**config.mk**
```make
export PLATFORM = sky130hd
export DESIGN_NAME = gas_port
export DESIGN_NICKNAME = d
export VERILOG_FILES = /design/src/core/gas_pkg.sv /design/src/core/gas_lock_seq.sv /design/src/core/gas_func_bank.sv /design/src/core/gas_port.sv
export SDC_FILE = /design/constraint.sdc
export NUM_CORES = 1
export LEC_CHECK = 0
export BUFFER_PORTS_ARGS = -buffer_cell sky130_fd_sc_hd__buf_2
export CAP_MARGIN = 10
export CORE_ASPECT_RATIO = 1.75
export CORE_MARGIN = 2
export CORE_UTILIZATION = 50
export CTS_CLUSTER_DIAMETER = 40
export DETAILED_ROUTE_END_ITERATION = 10
export GPL_ROUTABILITY_DRIVEN = 0
export PLACE_DENSITY = 0.75
export REMOVE_ABC_BUFFERS = 1
export SYNTH_ARGS = -nofsm -noshare
export SYNTH_HDL_FRONTEND = slang
export SYNTH_SLANG_ARGS = --single-unit
```
**constraint.sdc**
```tcl
create_clock -name clock_i -period 2.2 [get_ports clock_i]
set_input_delay 0.33 -clock clock_i [delete_from_list [all_inputs] [get_ports clock_i]]
set_output_delay 0.33 -clock clock_i [all_outputs]
set_load 0.05 [all_outputs]
```
**src/core/gas_pkg.sv**
```systemverilog
// Package for the port function-select and output bit-clear block.
// Assumes a byte-addressed register port with 32-bit data words.
package gas_pkg;

	// Port geometry
	localparam int unsigned PIN_COUNT = 16;
	localparam int unsigned FIELD_W = 4;
	localparam int unsigned ADDR_W = 8;
	localparam int unsigned DATA_W = 32;

	// Register byte offsets
	localparam logic [7:0] OFS_IN_DATA = 8'h10;
	localparam logic [7:0] OFS_OUT_DATA = 8'h14;
	localparam logic [7:0] OFS_SET_RESET = 8'h18;
	localparam logic [7:0] OFS_LOCK = 8'h1c;
	localparam logic [7:0] OFS_SEL_LOW = 8'h20;
	localparam logic [7:0] OFS_SEL_HIGH = 8'h24;
	localparam logic [7:0] OFS_BIT_CLEAR = 8'h28;

	// Field positions
	localparam int unsigned SET_LSB = 0;
	localparam int unsigned CLEAR_LSB = 16;
	localparam int unsigned LOCK_KEY_BIT = 16;

	// Reset values
	localparam logic [31:0] SEL_LOW_RST = 32'h0000_0000;
	localparam logic [31:0] SEL_HIGH_RST = 32'h0000_0000;
	localparam logic [15:0] OUT_DATA_RST = 16'h0000;
	localparam logic [3:0] ALT_FUNC_ZERO = 4'h0;

	// Lock key write sequence: 1, 0, 1 with the same lock bits
	typedef enum logic [1:0] {
		LK_IDLE = 2'b00,
		LK_ONE = 2'b01,
		LK_ZERO = 2'b10,
		LK_DONE = 2'b11
	} gas_lock_state_type;

endpackage

```
**src/core/gas_lock_seq.sv**
```systemverilog
// Lock key sequencer: tracks the key write sequence and holds lock bits.
// Assumes wr_stb_i is a one-cycle write strobe to the lock register.
`timescale 1ns/1ps
module gas_lock_seq (
	// Clock and reset
	input wire logic clock_i,
	input wire logic sys_rst_i,
	// Lock register write
	input wire logic wr_stb_i,
	input wire logic [16:0] wr_data_i,
	// Lock state
	output logic lock_key_o,
	output logic [15:0] lock_bits_o
);

	typedef struct packed {
		gas_pkg::gas_lock_state_type st;
		logic key;
		logic [15:0] bits;
	} gas_lock_regs_type;

	gas_lock_regs_type q;
	gas_lock_regs_type d;
	logic same;

	// Sequence step; lock bits frozen once the key is active
	always_comb begin
		d = q;
		same = (wr_data_i[15:0] == q.bits);
		if (wr_stb_i) begin
			if (!q.key) begin
				d.bits = wr_data_i[15:0];
			end
			case (q.st)
				gas_pkg::LK_IDLE: begin
					d.st = wr_data_i[16] ? gas_pkg::LK_ONE : gas_pkg::LK_IDLE;
				end
				gas_pkg::LK_ONE: begin
					if (!wr_data_i[16] && same) begin
						d.st = gas_pkg::LK_ZERO;
					end else begin
						d.st = wr_data_i[16] ? gas_pkg::LK_ONE : gas_pkg::LK_IDLE;
					end
				end
				gas_pkg::LK_ZERO: begin
					if (wr_data_i[16] && same) begin
						d.st = gas_pkg::LK_DONE;
						d.key = 1'b1;
					end else begin
						d.st = gas_pkg::LK_IDLE;
					end
				end
				gas_pkg::LK_DONE: begin
					d.st = gas_pkg::LK_DONE;
				end
				default: begin
					d.st = gas_pkg::LK_IDLE;
				end
			endcase
		end
	end

	// Only a system reset releases the key
	always_ff @(posedge clock_i) begin
		if (sys_rst_i) begin
			q <= '0;
		end else begin
			q <= d;
		end
	end

	assign lock_key_o = q.key;
	assign lock_bits_o = q.bits;

endmodule // gas_lock_seq

```
**src/core/gas_func_bank.sv**
```systemverilog
// Bank of 4-bit alternate function selectors, one per pin.
// Assumes freeze_i already combines lock key and per-pin lock bits.
`timescale 1ns/1ps
module gas_func_bank (
	// Clock and reset
	input wire logic clock_i,
	input wire logic sys_rst_i,
	// Selector writes
	input wire logic we_low_i,
	input wire logic we_high_i,
	input wire logic [31:0] wr_data_i,
	input wire logic [15:0] freeze_i,
	// Selector fields, pin 0 in the low nibble
	output logic [63:0] sel_o
);

	typedef struct packed {
		logic [63:0] sel;
	} gas_bank_regs_type;

	gas_bank_regs_type q;
	gas_bank_regs_type d;
	logic [63:0] nxt;

	// One field per pin; a frozen field ignores writes
	for (genvar p = 0; p < 16; p++) begin : g_pin
		logic we;
		assign we = (p < 8) ? we_low_i : we_high_i;
		assign nxt[p*4 +: 4] = (we && !freeze_i[p]) ? wr_data_i[(p%8)*4 +: 4]
			: q.sel[p*4 +: 4];
	end

	always_comb begin
		d = q;
		d.sel = nxt;
	end

	// All pins come up on function zero
	always_ff @(posedge clock_i) begin
		if (sys_rst_i) begin
			q.sel <= {gas_pkg::SEL_HIGH_RST, gas_pkg::SEL_LOW_RST};
		end else begin
			q <= d;
		end
	end

	assign sel_o = q.sel;

endmodule // gas_func_bank

```
**src/core/gas_port.sv**
```systemverilog
// Top of the port block: register port, output data, selectors, lock.
// Assumes a master that issues one-cycle strobes and never both at once;
// read data appear in the cycle after the read strobe and only there.
//
// The implementer's own choice: the address-and-strobe port.
`timescale 1ns/1ps
module gas_port (
	// Clock and reset
	input wire logic clock_i,
	input wire logic sys_rst_i,
	// Register port
	input wire logic [7:0] addr_i,
	input wire logic [31:0] wr_data_i,
	input wire logic wr_stb_i,
	input wire logic rd_stb_i,
	output logic [31:0] rd_data_o,
	// Pins
	input wire logic [15:0] pin_in_i,
	output logic [15:0] out_data_o,
	// Alternate function routing
	output logic [63:0] func_sel_o,
	output logic lock_key_o
);

	typedef struct packed {
		logic [15:0] out_data;
		logic [15:0] in_meta;
		logic [15:0] in_sync;
		logic [31:0] rd_data;
	} gas_port_regs_type;

	gas_port_regs_type q;
	gas_port_regs_type d;

	logic wr_out;
	logic wr_set_reset;
	logic wr_lock;
	logic wr_low;
	logic wr_high;
	logic wr_clear;
	logic [15:0] lock_bits;
	logic [15:0] freeze;
	logic [63:0] sel;

	// Write decode
	assign wr_out = wr_stb_i && (addr_i == gas_pkg::OFS_OUT_DATA);
	assign wr_set_reset = wr_stb_i && (addr_i == gas_pkg::OFS_SET_RESET);
	assign wr_lock = wr_stb_i && (addr_i == gas_pkg::OFS_LOCK);
	assign wr_low = wr_stb_i && (addr_i == gas_pkg::OFS_SEL_LOW);
	assign wr_high = wr_stb_i && (addr_i == gas_pkg::OFS_SEL_HIGH);
	assign wr_clear = wr_stb_i && (addr_i == gas_pkg::OFS_BIT_CLEAR);

	// Lock bits only bite once the key is active
	assign freeze = lock_key_o ? lock_bits : 16'h0000;

	// Lock key sequencer
	gas_lock_seq u_lock (
		.clock_i(clock_i),
		.sys_rst_i(sys_rst_i),
		.wr_stb_i(wr_lock),
		.wr_data_i(wr_data_i[16:0]),
		.lock_key_o(lock_key_o),
		.lock_bits_o(lock_bits)
	);

	// Per-pin function selectors
	gas_func_bank u_bank (
		.clock_i(clock_i),
		.sys_rst_i(sys_rst_i),
		.we_low_i(wr_low),
		.we_high_i(wr_high),
		.wr_data_i(wr_data_i),
		.freeze_i(freeze),
		.sel_o(sel)
	);

	// Output data, input sampling and read mux
	always_comb begin
		d = q;
		// Pins are asynchronous; two stages before any use
		d.in_meta = pin_in_i;
		d.in_sync = q.in_meta;
		// Output data updates
		if (wr_out) begin
			d.out_data = wr_data_i[15:0];
		end
		if (wr_set_reset) begin
			// Clear first, then set, so set has priority
			d.out_data = (q.out_data & ~wr_data_i[gas_pkg::CLEAR_LSB +: 16])
				| wr_data_i[gas_pkg::SET_LSB +: 16];
		end
		if (wr_clear) begin
			d.out_data = q.out_data & ~wr_data_i[15:0];
		end
		// Read data stand one cycle only
		d.rd_data = 32'h0000_0000;
		if (rd_stb_i) begin
			case (addr_i)
				gas_pkg::OFS_IN_DATA: begin
					d.rd_data = {16'h0000, q.in_sync};
				end
				gas_pkg::OFS_OUT_DATA: begin
					d.rd_data = {16'h0000, q.out_data};
				end
				gas_pkg::OFS_SET_RESET: begin
					d.rd_data = 32'h0000_0000;
				end
				gas_pkg::OFS_LOCK: begin
					d.rd_data = {15'h0000, lock_key_o, lock_bits};
				end
				gas_pkg::OFS_SEL_LOW: begin
					d.rd_data = sel[31:0];
				end
				gas_pkg::OFS_SEL_HIGH: begin
					d.rd_data = sel[63:32];
				end
				gas_pkg::OFS_BIT_CLEAR: begin
					d.rd_data = 32'h0000_0000;
				end
				default: begin
					d.rd_data = 32'h0000_0000;
				end
			endcase
		end
	end

	// State register
	always_ff @(posedge clock_i) begin
		if (sys_rst_i) begin
			q.out_data <= gas_pkg::OUT_DATA_RST;
			q.in_meta <= 16'h0000;
			q.in_sync <= 16'h0000;
			q.rd_data <= 32'h0000_0000;
		end else begin
			q <= d;
		end
	end

	// Outputs straight from flops
	assign rd_data_o = q.rd_data;
	assign out_data_o = q.out_data;
	assign func_sel_o = sel;

	// Low selectors are zero right after reset
	low_reset_a: assert property (@(posedge clock_i) disable iff (sys_rst_i)
		$fell(sys_rst_i) |-> func_sel_o[31:0] == gas_pkg::SEL_LOW_RST)
		else $error("low selector not zero after reset");

	// High selectors are zero right after reset
	high_reset_a: assert property (@(posedge clock_i) disable iff (sys_rst_i)
		$fell(sys_rst_i) |-> func_sel_o[63:32] == gas_pkg::SEL_HIGH_RST)
		else $error("high selector not zero after reset");

	// An unlocked low write lands in all eight fields
	low_write_a: assert property (@(posedge clock_i) disable iff (sys_rst_i)
		(wr_low && freeze[7:0] == 8'h00) |=> func_sel_o[31:0] == $past(wr_data_i))
		else $error("low selector write lost");

	// An unlocked high write lands with pin 8 lowest
	high_write_a: assert property (@(posedge clock_i) disable iff (sys_rst_i)
		(wr_high && freeze[15:8] == 8'h00) |=> func_sel_o[35:32] == $past(wr_data_i[3:0])
		&& func_sel_o[63:32] == $past(wr_data_i))
		else $error("high selector write lost");

	// Low selector read returns the routed fields of pins 0 to 7
	sel_readback_a: assert property (@(posedge clock_i) disable iff (sys_rst_i)
		(rd_stb_i && addr_i == gas_pkg::OFS_SEL_LOW) |=> rd_data_o == $past(func_sel_o[31:0]))
		else $error("selector readback mismatch");

	// Bit-clear write drops exactly the bits written one
	clear_bits_a: assert property (@(posedge clock_i) disable iff (sys_rst_i)
		wr_clear |=> out_data_o == ($past(out_data_o) & ~$past(wr_data_i[15:0])))
		else $error("bit clear result wrong");

	// Bit-clear register reads as zero
	clear_read_a: assert property (@(posedge clock_i) disable iff (sys_rst_i)
		(rd_stb_i && addr_i == gas_pkg::OFS_BIT_CLEAR) |=> rd_data_o == 32'h0000_0000)
		else $error("bit clear read not zero");

	// Locked pin 0 field holds through any write
	lock_hold_a: assert property (@(posedge clock_i) disable iff (sys_rst_i)
		(lock_key_o && lock_bits[0]) |=> func_sel_o[3:0] == $past(func_sel_o[3:0]))
		else $error("locked selector changed");

	// Lock key, once on, stays on for two further cycles
	lock_sticky_a: assert property (@(posedge clock_i) disable iff (sys_rst_i)
		$rose(lock_key_o) |=> lock_key_o [*2])
		else $error("lock key dropped");

	// Set beats clear on the same bit
	set_prio_a: assert property (@(posedge clock_i) disable iff (sys_rst_i)
		wr_set_reset |=> out_data_o == (($past(out_data_o)
		& ~$past(wr_data_i[31:16])) | $past(wr_data_i[15:0])))
		else $error("set did not win over clear");

	// Per-pin selector checks; each field is tied to its own lock bit,
	// so a lock on one pin must never leak into its neighbours.
	for (genvar p = 0; p < 16; p++) begin : g_pin_chk
		// An unlocked field takes its own nibble of the written word
		pin_write_a: assert property (@(posedge clock_i) disable iff (sys_rst_i)
			(((p < 8) ? wr_low : wr_high) && !freeze[p])
			|=> func_sel_o[p*4 +: 4] == $past(wr_data_i[(p%8)*4 +: 4]))
			else $error("pin selector write lost");

		// A frozen field keeps its code whatever is written
		pin_frozen_a: assert property (@(posedge clock_i) disable iff (sys_rst_i)
			freeze[p]
			|=> func_sel_o[p*4 +: 4] == $past(func_sel_o[p*4 +: 4]))
			else $error("frozen selector changed");
	end

	// Selectors move only on a selector write
	sel_hold_a: assert property (@(posedge clock_i) disable iff (sys_rst_i)
		!(wr_low || wr_high)
		|=> $stable(func_sel_o))
		else $error("selector changed without write");

	// Output data move only on the three writes that own them
	out_hold_a: assert property (@(posedge clock_i) disable iff (sys_rst_i)
		!(wr_out || wr_set_reset || wr_clear)
		|=> $stable(out_data_o))
		else $error("output data changed without write");

	// Reset clears the key, the output data and the read data
	reset_state_a: assert property (@(posedge clock_i) sys_rst_i
		|=> (!lock_key_o && out_data_o == gas_pkg::OUT_DATA_RST
		&& rd_data_o == 32'h0000_0000))
		else $error("reset state wrong");

	// Reset puts every pin back on function zero
	sel_reset_a: assert property (@(posedge clock_i) sys_rst_i
		|=> func_sel_o == {gas_pkg::SEL_HIGH_RST, gas_pkg::SEL_LOW_RST})
		else $error("selectors not cleared by reset");

	// Only a reset may drop the key; software has no way back
	key_no_drop_a: assert property (@(posedge clock_i) disable iff (sys_rst_i)
		!$fell(lock_key_o))
		else $error("lock key fell without reset");

	// The key rises only right after a lock register write
	key_needs_write_a: assert property (@(posedge clock_i) disable iff (sys_rst_i)
		$rose(lock_key_o)
		|-> $past(wr_lock))
		else $error("lock key rose without write");

	// Lock bits are frozen together with the key
	lock_bits_hold_a: assert property (@(posedge clock_i) disable iff (sys_rst_i)
		lock_key_o
		|=> lock_bits == $past(lock_bits))
		else $error("lock bits changed under key");

	// Lock register reads back key and bits
	key_read_a: assert property (@(posedge clock_i) disable iff (sys_rst_i)
		(rd_stb_i && addr_i == gas_pkg::OFS_LOCK)
		|=> rd_data_o == {15'h0000, $past(lock_key_o), $past(lock_bits)})
		else $error("lock readback wrong");

	// Code zero written to pin 0 selects function zero
	af_zero_a: assert property (@(posedge clock_i) disable iff (sys_rst_i)
		(wr_low && !freeze[0] && wr_data_i[3:0] == gas_pkg::ALT_FUNC_ZERO)
		|=> func_sel_o[3:0] == gas_pkg::ALT_FUNC_ZERO)
		else $error("function zero not selected");

	// Every bit named in the set half ends up high
	set_high_a: assert property (@(posedge clock_i) disable iff (sys_rst_i)
		wr_set_reset
		|=> (out_data_o & $past(wr_data_i[15:0])) == $past(wr_data_i[15:0]))
		else $error("set bit not high");

	// Output data read shows the cleared bits
	out_read_a: assert property (@(posedge clock_i) disable iff (sys_rst_i)
		(rd_stb_i && addr_i == gas_pkg::OFS_OUT_DATA)
		|=> rd_data_o == {16'h0000, $past(out_data_o)})
		else $error("output data readback wrong");

	// Read data stand one cycle; an idle bus reads zero
	rd_idle_a: assert property (@(posedge clock_i) disable iff (sys_rst_i)
		!rd_stb_i
		|=> rd_data_o == 32'h0000_0000)
		else $error("read data not zero when idle");

	// The reserved upper half of a bit-clear write does nothing
	clear_upper_a: assert property (@(posedge clock_i) disable iff (sys_rst_i)
		(wr_clear && wr_data_i[15:0] == 16'h0000)
		|=> $stable(out_data_o))
		else $error("reserved clear bits acted");

	// High selector read returns pins 8 to 15
	high_readback_a: assert property (@(posedge clock_i) disable iff (sys_rst_i)
		(rd_stb_i && addr_i == gas_pkg::OFS_SEL_HIGH)
		|=> rd_data_o == $past(func_sel_o[63:32]))
		else $error("high selector readback mismatch");

endmodule // gas_port

```
==> impl_metrics.env <==
export IMPL_min_period_ns=1.79
export IMPL_combPwrFrac_pct=5.8
export IMPL_cts_repair_resized=0
export IMPL_layout_drive_gt1_share_pct=32.0
export IMPL_nNetsFinal=895
export IMPL_ant_nets=0
export IMPL_cp_end_kind="register"
export IMPL_synth_seq_cells=163
export IMPL_p_seq_share_pct=47.3
export IMPL_preCtsSetupSlack_ns=-0.0116
export IMPL_first_iter_violations=510
export IMPL_synth_flop_cell="dfxtp_1"
export IMPL_synth_async_reset_ratio_pct=0
export IMPL_synthCells=712
export IMPL_leakage_nw=3.79
export IMPL_placedCellCount=996
export IMPL_clk_path_buf_depth=2
export IMPL_cp_start_kind="input pin"
export IMPL_drc_errors=0
export IMPL_cts_root_buffer="clkbuf_16"
export IMPL_dpl_hpwl_um=14500
export IMPL_worst_slack_ns=0.410
export IMPL_p_int_w=0.00483
export IMPL_synth_area_um2=7210
export IMPL_port_buffers=172
export IMPL_finalHoldViolCount=0
export IMPL_yosys_cell_types_count=41
export IMPL_worstPathCellList="buf_2 -> nor2b_1 -> a22oi_1 -> a2111oi_4 -> a32o_1"
export IMPL_slowest_stage="a2111oi_4"
export IMPL_multi_input_area_um2=3340
export IMPL_synthTopCellsByCount="163 x dfxtp_1, 118 x nor2_1, 83 x mux2i_1"
export IMPL_yosys_warnings=0
export IMPL_slew_headroom_pct=30.0
export IMPL_cts_buffers=17
export IMPL_die_w_um=94.8
export IMPL_setup_violations=0
export IMPL_grt_max_degree=91
export IMPL_core_um2=14200
export IMPL_fin_crit_sh_pct=81.3
export IMPL_final_cells=1028
export IMPL_finalWirelength_um=20300
export IMPL_switching_share_pct=23.4
export IMPL_dieArea_um2=15400
export IMPL_clkSinkCount=163
export IMPL_fp_row_count=58
export IMPL_grtUsageTotal_pct=26.4
export IMPL_yosysMostFrequentCell="dfxtp_1"
export IMPL_crit_arrival_ns=2.14
export IMPL_holdWs_ns=0.114
export IMPL_start_util_pct=50.7
export IMPL_vias=6004
export IMPL_fillers=1287
export IMPL_yosysTopAreaCellShare_pct=45.2
export IMPL_hp_class="input pin to register"
export IMPL_post_cts_buffers=0
export IMPL_yosys_top_cells_area="dfxtp_1 45%, mux2i_1 12%, nor2_1 6.1%, buf_4 5.3%, a22o_1 3.6%"
export IMPL_syn2layout_area_growth_pct=19.7
export IMPL_powerDensity_nw_per_um2=732
export IMPL_viasPerCell=5.84
export IMPL_synth_edf_count=0
export IMPL_rsz0062_at_grt="no"
export IMPL_ff_latch_area_um2=3260
export IMPL_p_clk_share_pct=46.9
export IMPL_overflow=0
export IMPL_cpPeakStageDelay_ns=0.97
export IMPL_slew_viol_final=0
export IMPL_switching_power_w=0.00148
export IMPL_path_class="input pin to register"
export IMPL_cp_max_fo=16
export IMPL_ctsHoldBuffers=0
export IMPL_tritoncts="built"
export IMPL_status="finished clean"
export IMPL_grt_pass1_wl_um=31200
export IMPL_yosysTopAreaCell="dfxtp_1"
export IMPL_first_global_vias=5704
export IMPL_ir_worst_vdd_uv=502
export IMPL_avgSynthCellArea_um2=10.1
export IMPL_diodes=0
export IMPL_die_y_um=163
export IMPL_finalClockSkew_ns=0.0104
export IMPL_antenna_found_initial=0
export IMPL_h_tree_depth=4
export IMPL_drt_wirelength_per_cell_um=19.7
export IMPL_clk_pin_slew_worst_paths_ns=0.06
export IMPL_ys_seq_area_share_pct=45.2
export IMPL_ios=173
export IMPL_first_pass_iters=7
export IMPL_clk_latency_ns=0.42
export IMPL_max_freq_mhz=559
export IMPL_cp_required_ns=2.56
export IMPL_maxCapViolCount=0
export IMPL_worst_slew_pin_slew_ns=1.05
[kinds of logic after synthesis]
group                     count (synthesis)  share of synthesized area (%)
and+or+nand+nor                         227                           16.3
AOI/OAI and AO/OA                       114                           16.1
muxes                                    84                           11.7
DFF                                     163                           45.2
xor gates and xnor gates                 17                           2.06
buffers and inverters                   107                           8.57
[through the flow]
stage	TNS [ns]	utilization (%)	cell area [µm²]	total power, W
after detailed placement	-0.0205	56.5	8040	0.00341
after global routing	0	60.7	8630	0.00649
after global placement	0	56.5	8040	0.00341
after floorplan	-42.31	-	6600	0.00318
after CTS	0	60.7	8630	0.00635
final	0	60.7	8630	0.00631
[power by group through the flow]
stage                     combinational (W)  clock, W  sequential [W]
after CTS                          0.000360   0.00300         0.00299
after global routing               0.000387   0.00312         0.00299
final                              0.000364   0.00296         0.00299
after detailed placement           0.000357         0         0.00306
after global placement             0.000354         0         0.00306
after floorplan                    0.000114         0         0.00306
[area by class of cell]
class,count,area share [%]
Tap cell,180,2.61
Sequential cell,163,37.8
Multi-Input combinational cell,442,38.7
Clock buffer,19,5.13
Inverter,1,0.0435
Clock inverter,13,1.71
Timing Repair Buffer,210,14.0
[critical path, delay by kind of cell]
kind / cells / cell delay (ns)
compound gates: 3 / 1.38
buf+inv: 1 / 0.18
simple gates: 1 / 0.24
[flip-flops by register name (all words and copies together) (netlist names)]
name and cells:
u_bank.sel_o 64, rd_data_o 32, d 16, out_data_o 16, q 16, u_lock.lock_bits_o 16, u_lock.q 2, u_lock.lock_key_o 1
[cells in the final DEF (no fill, tap or decap), types with 2 or more instances in the layout]
cell and instances:
buf_2 171, dfxtp_1 163, nor2_1 118, mux2i_1 83
nor2b_1 35, buf_4 34, a22o_1 30, xor2_1 17
a22oi_1 17, or3b_2 17, clkbuf_16 17, a32o_1 16
a222oi_1 15, or3_1 13, a2111oi_0 12, nand4_1 11
nand2_1 11, a2111oi_4 9, inv_6 5, buf_12 5
nor4_1 4, a21oi_1 4, a211o_1 4, and2_0 3
nand4b_1 3, clkinvlp_4 3, nand2b_1 2, o22ai_1 2
or4b_1 2, a32oi_1 2, bufinv_16 2, clkinv_2 2
[metal layers]
metal	vias up	GRT usage, %	wire, µm
met2	314	44.7	10400
met4	0	15.0	977
met1	2848	30.3	7530
li1	2773	-	-
met3	69	5.41	1380
met5	-	0	0
[worst paths after layout]
kind,from,end,slack (ns),cells past startpoint
max,addr_i[5],out_data_o[15],0.41,5
min,pin_in_i[9],d[41],0.11,2
max reg2reg,u_lock.lock_bits_o[4],u_lock.lock_key_o,0.45,4
min reg2reg,d[43],q[43],0.43,1
No activity file was read; power rests on OpenSTA's default activity.
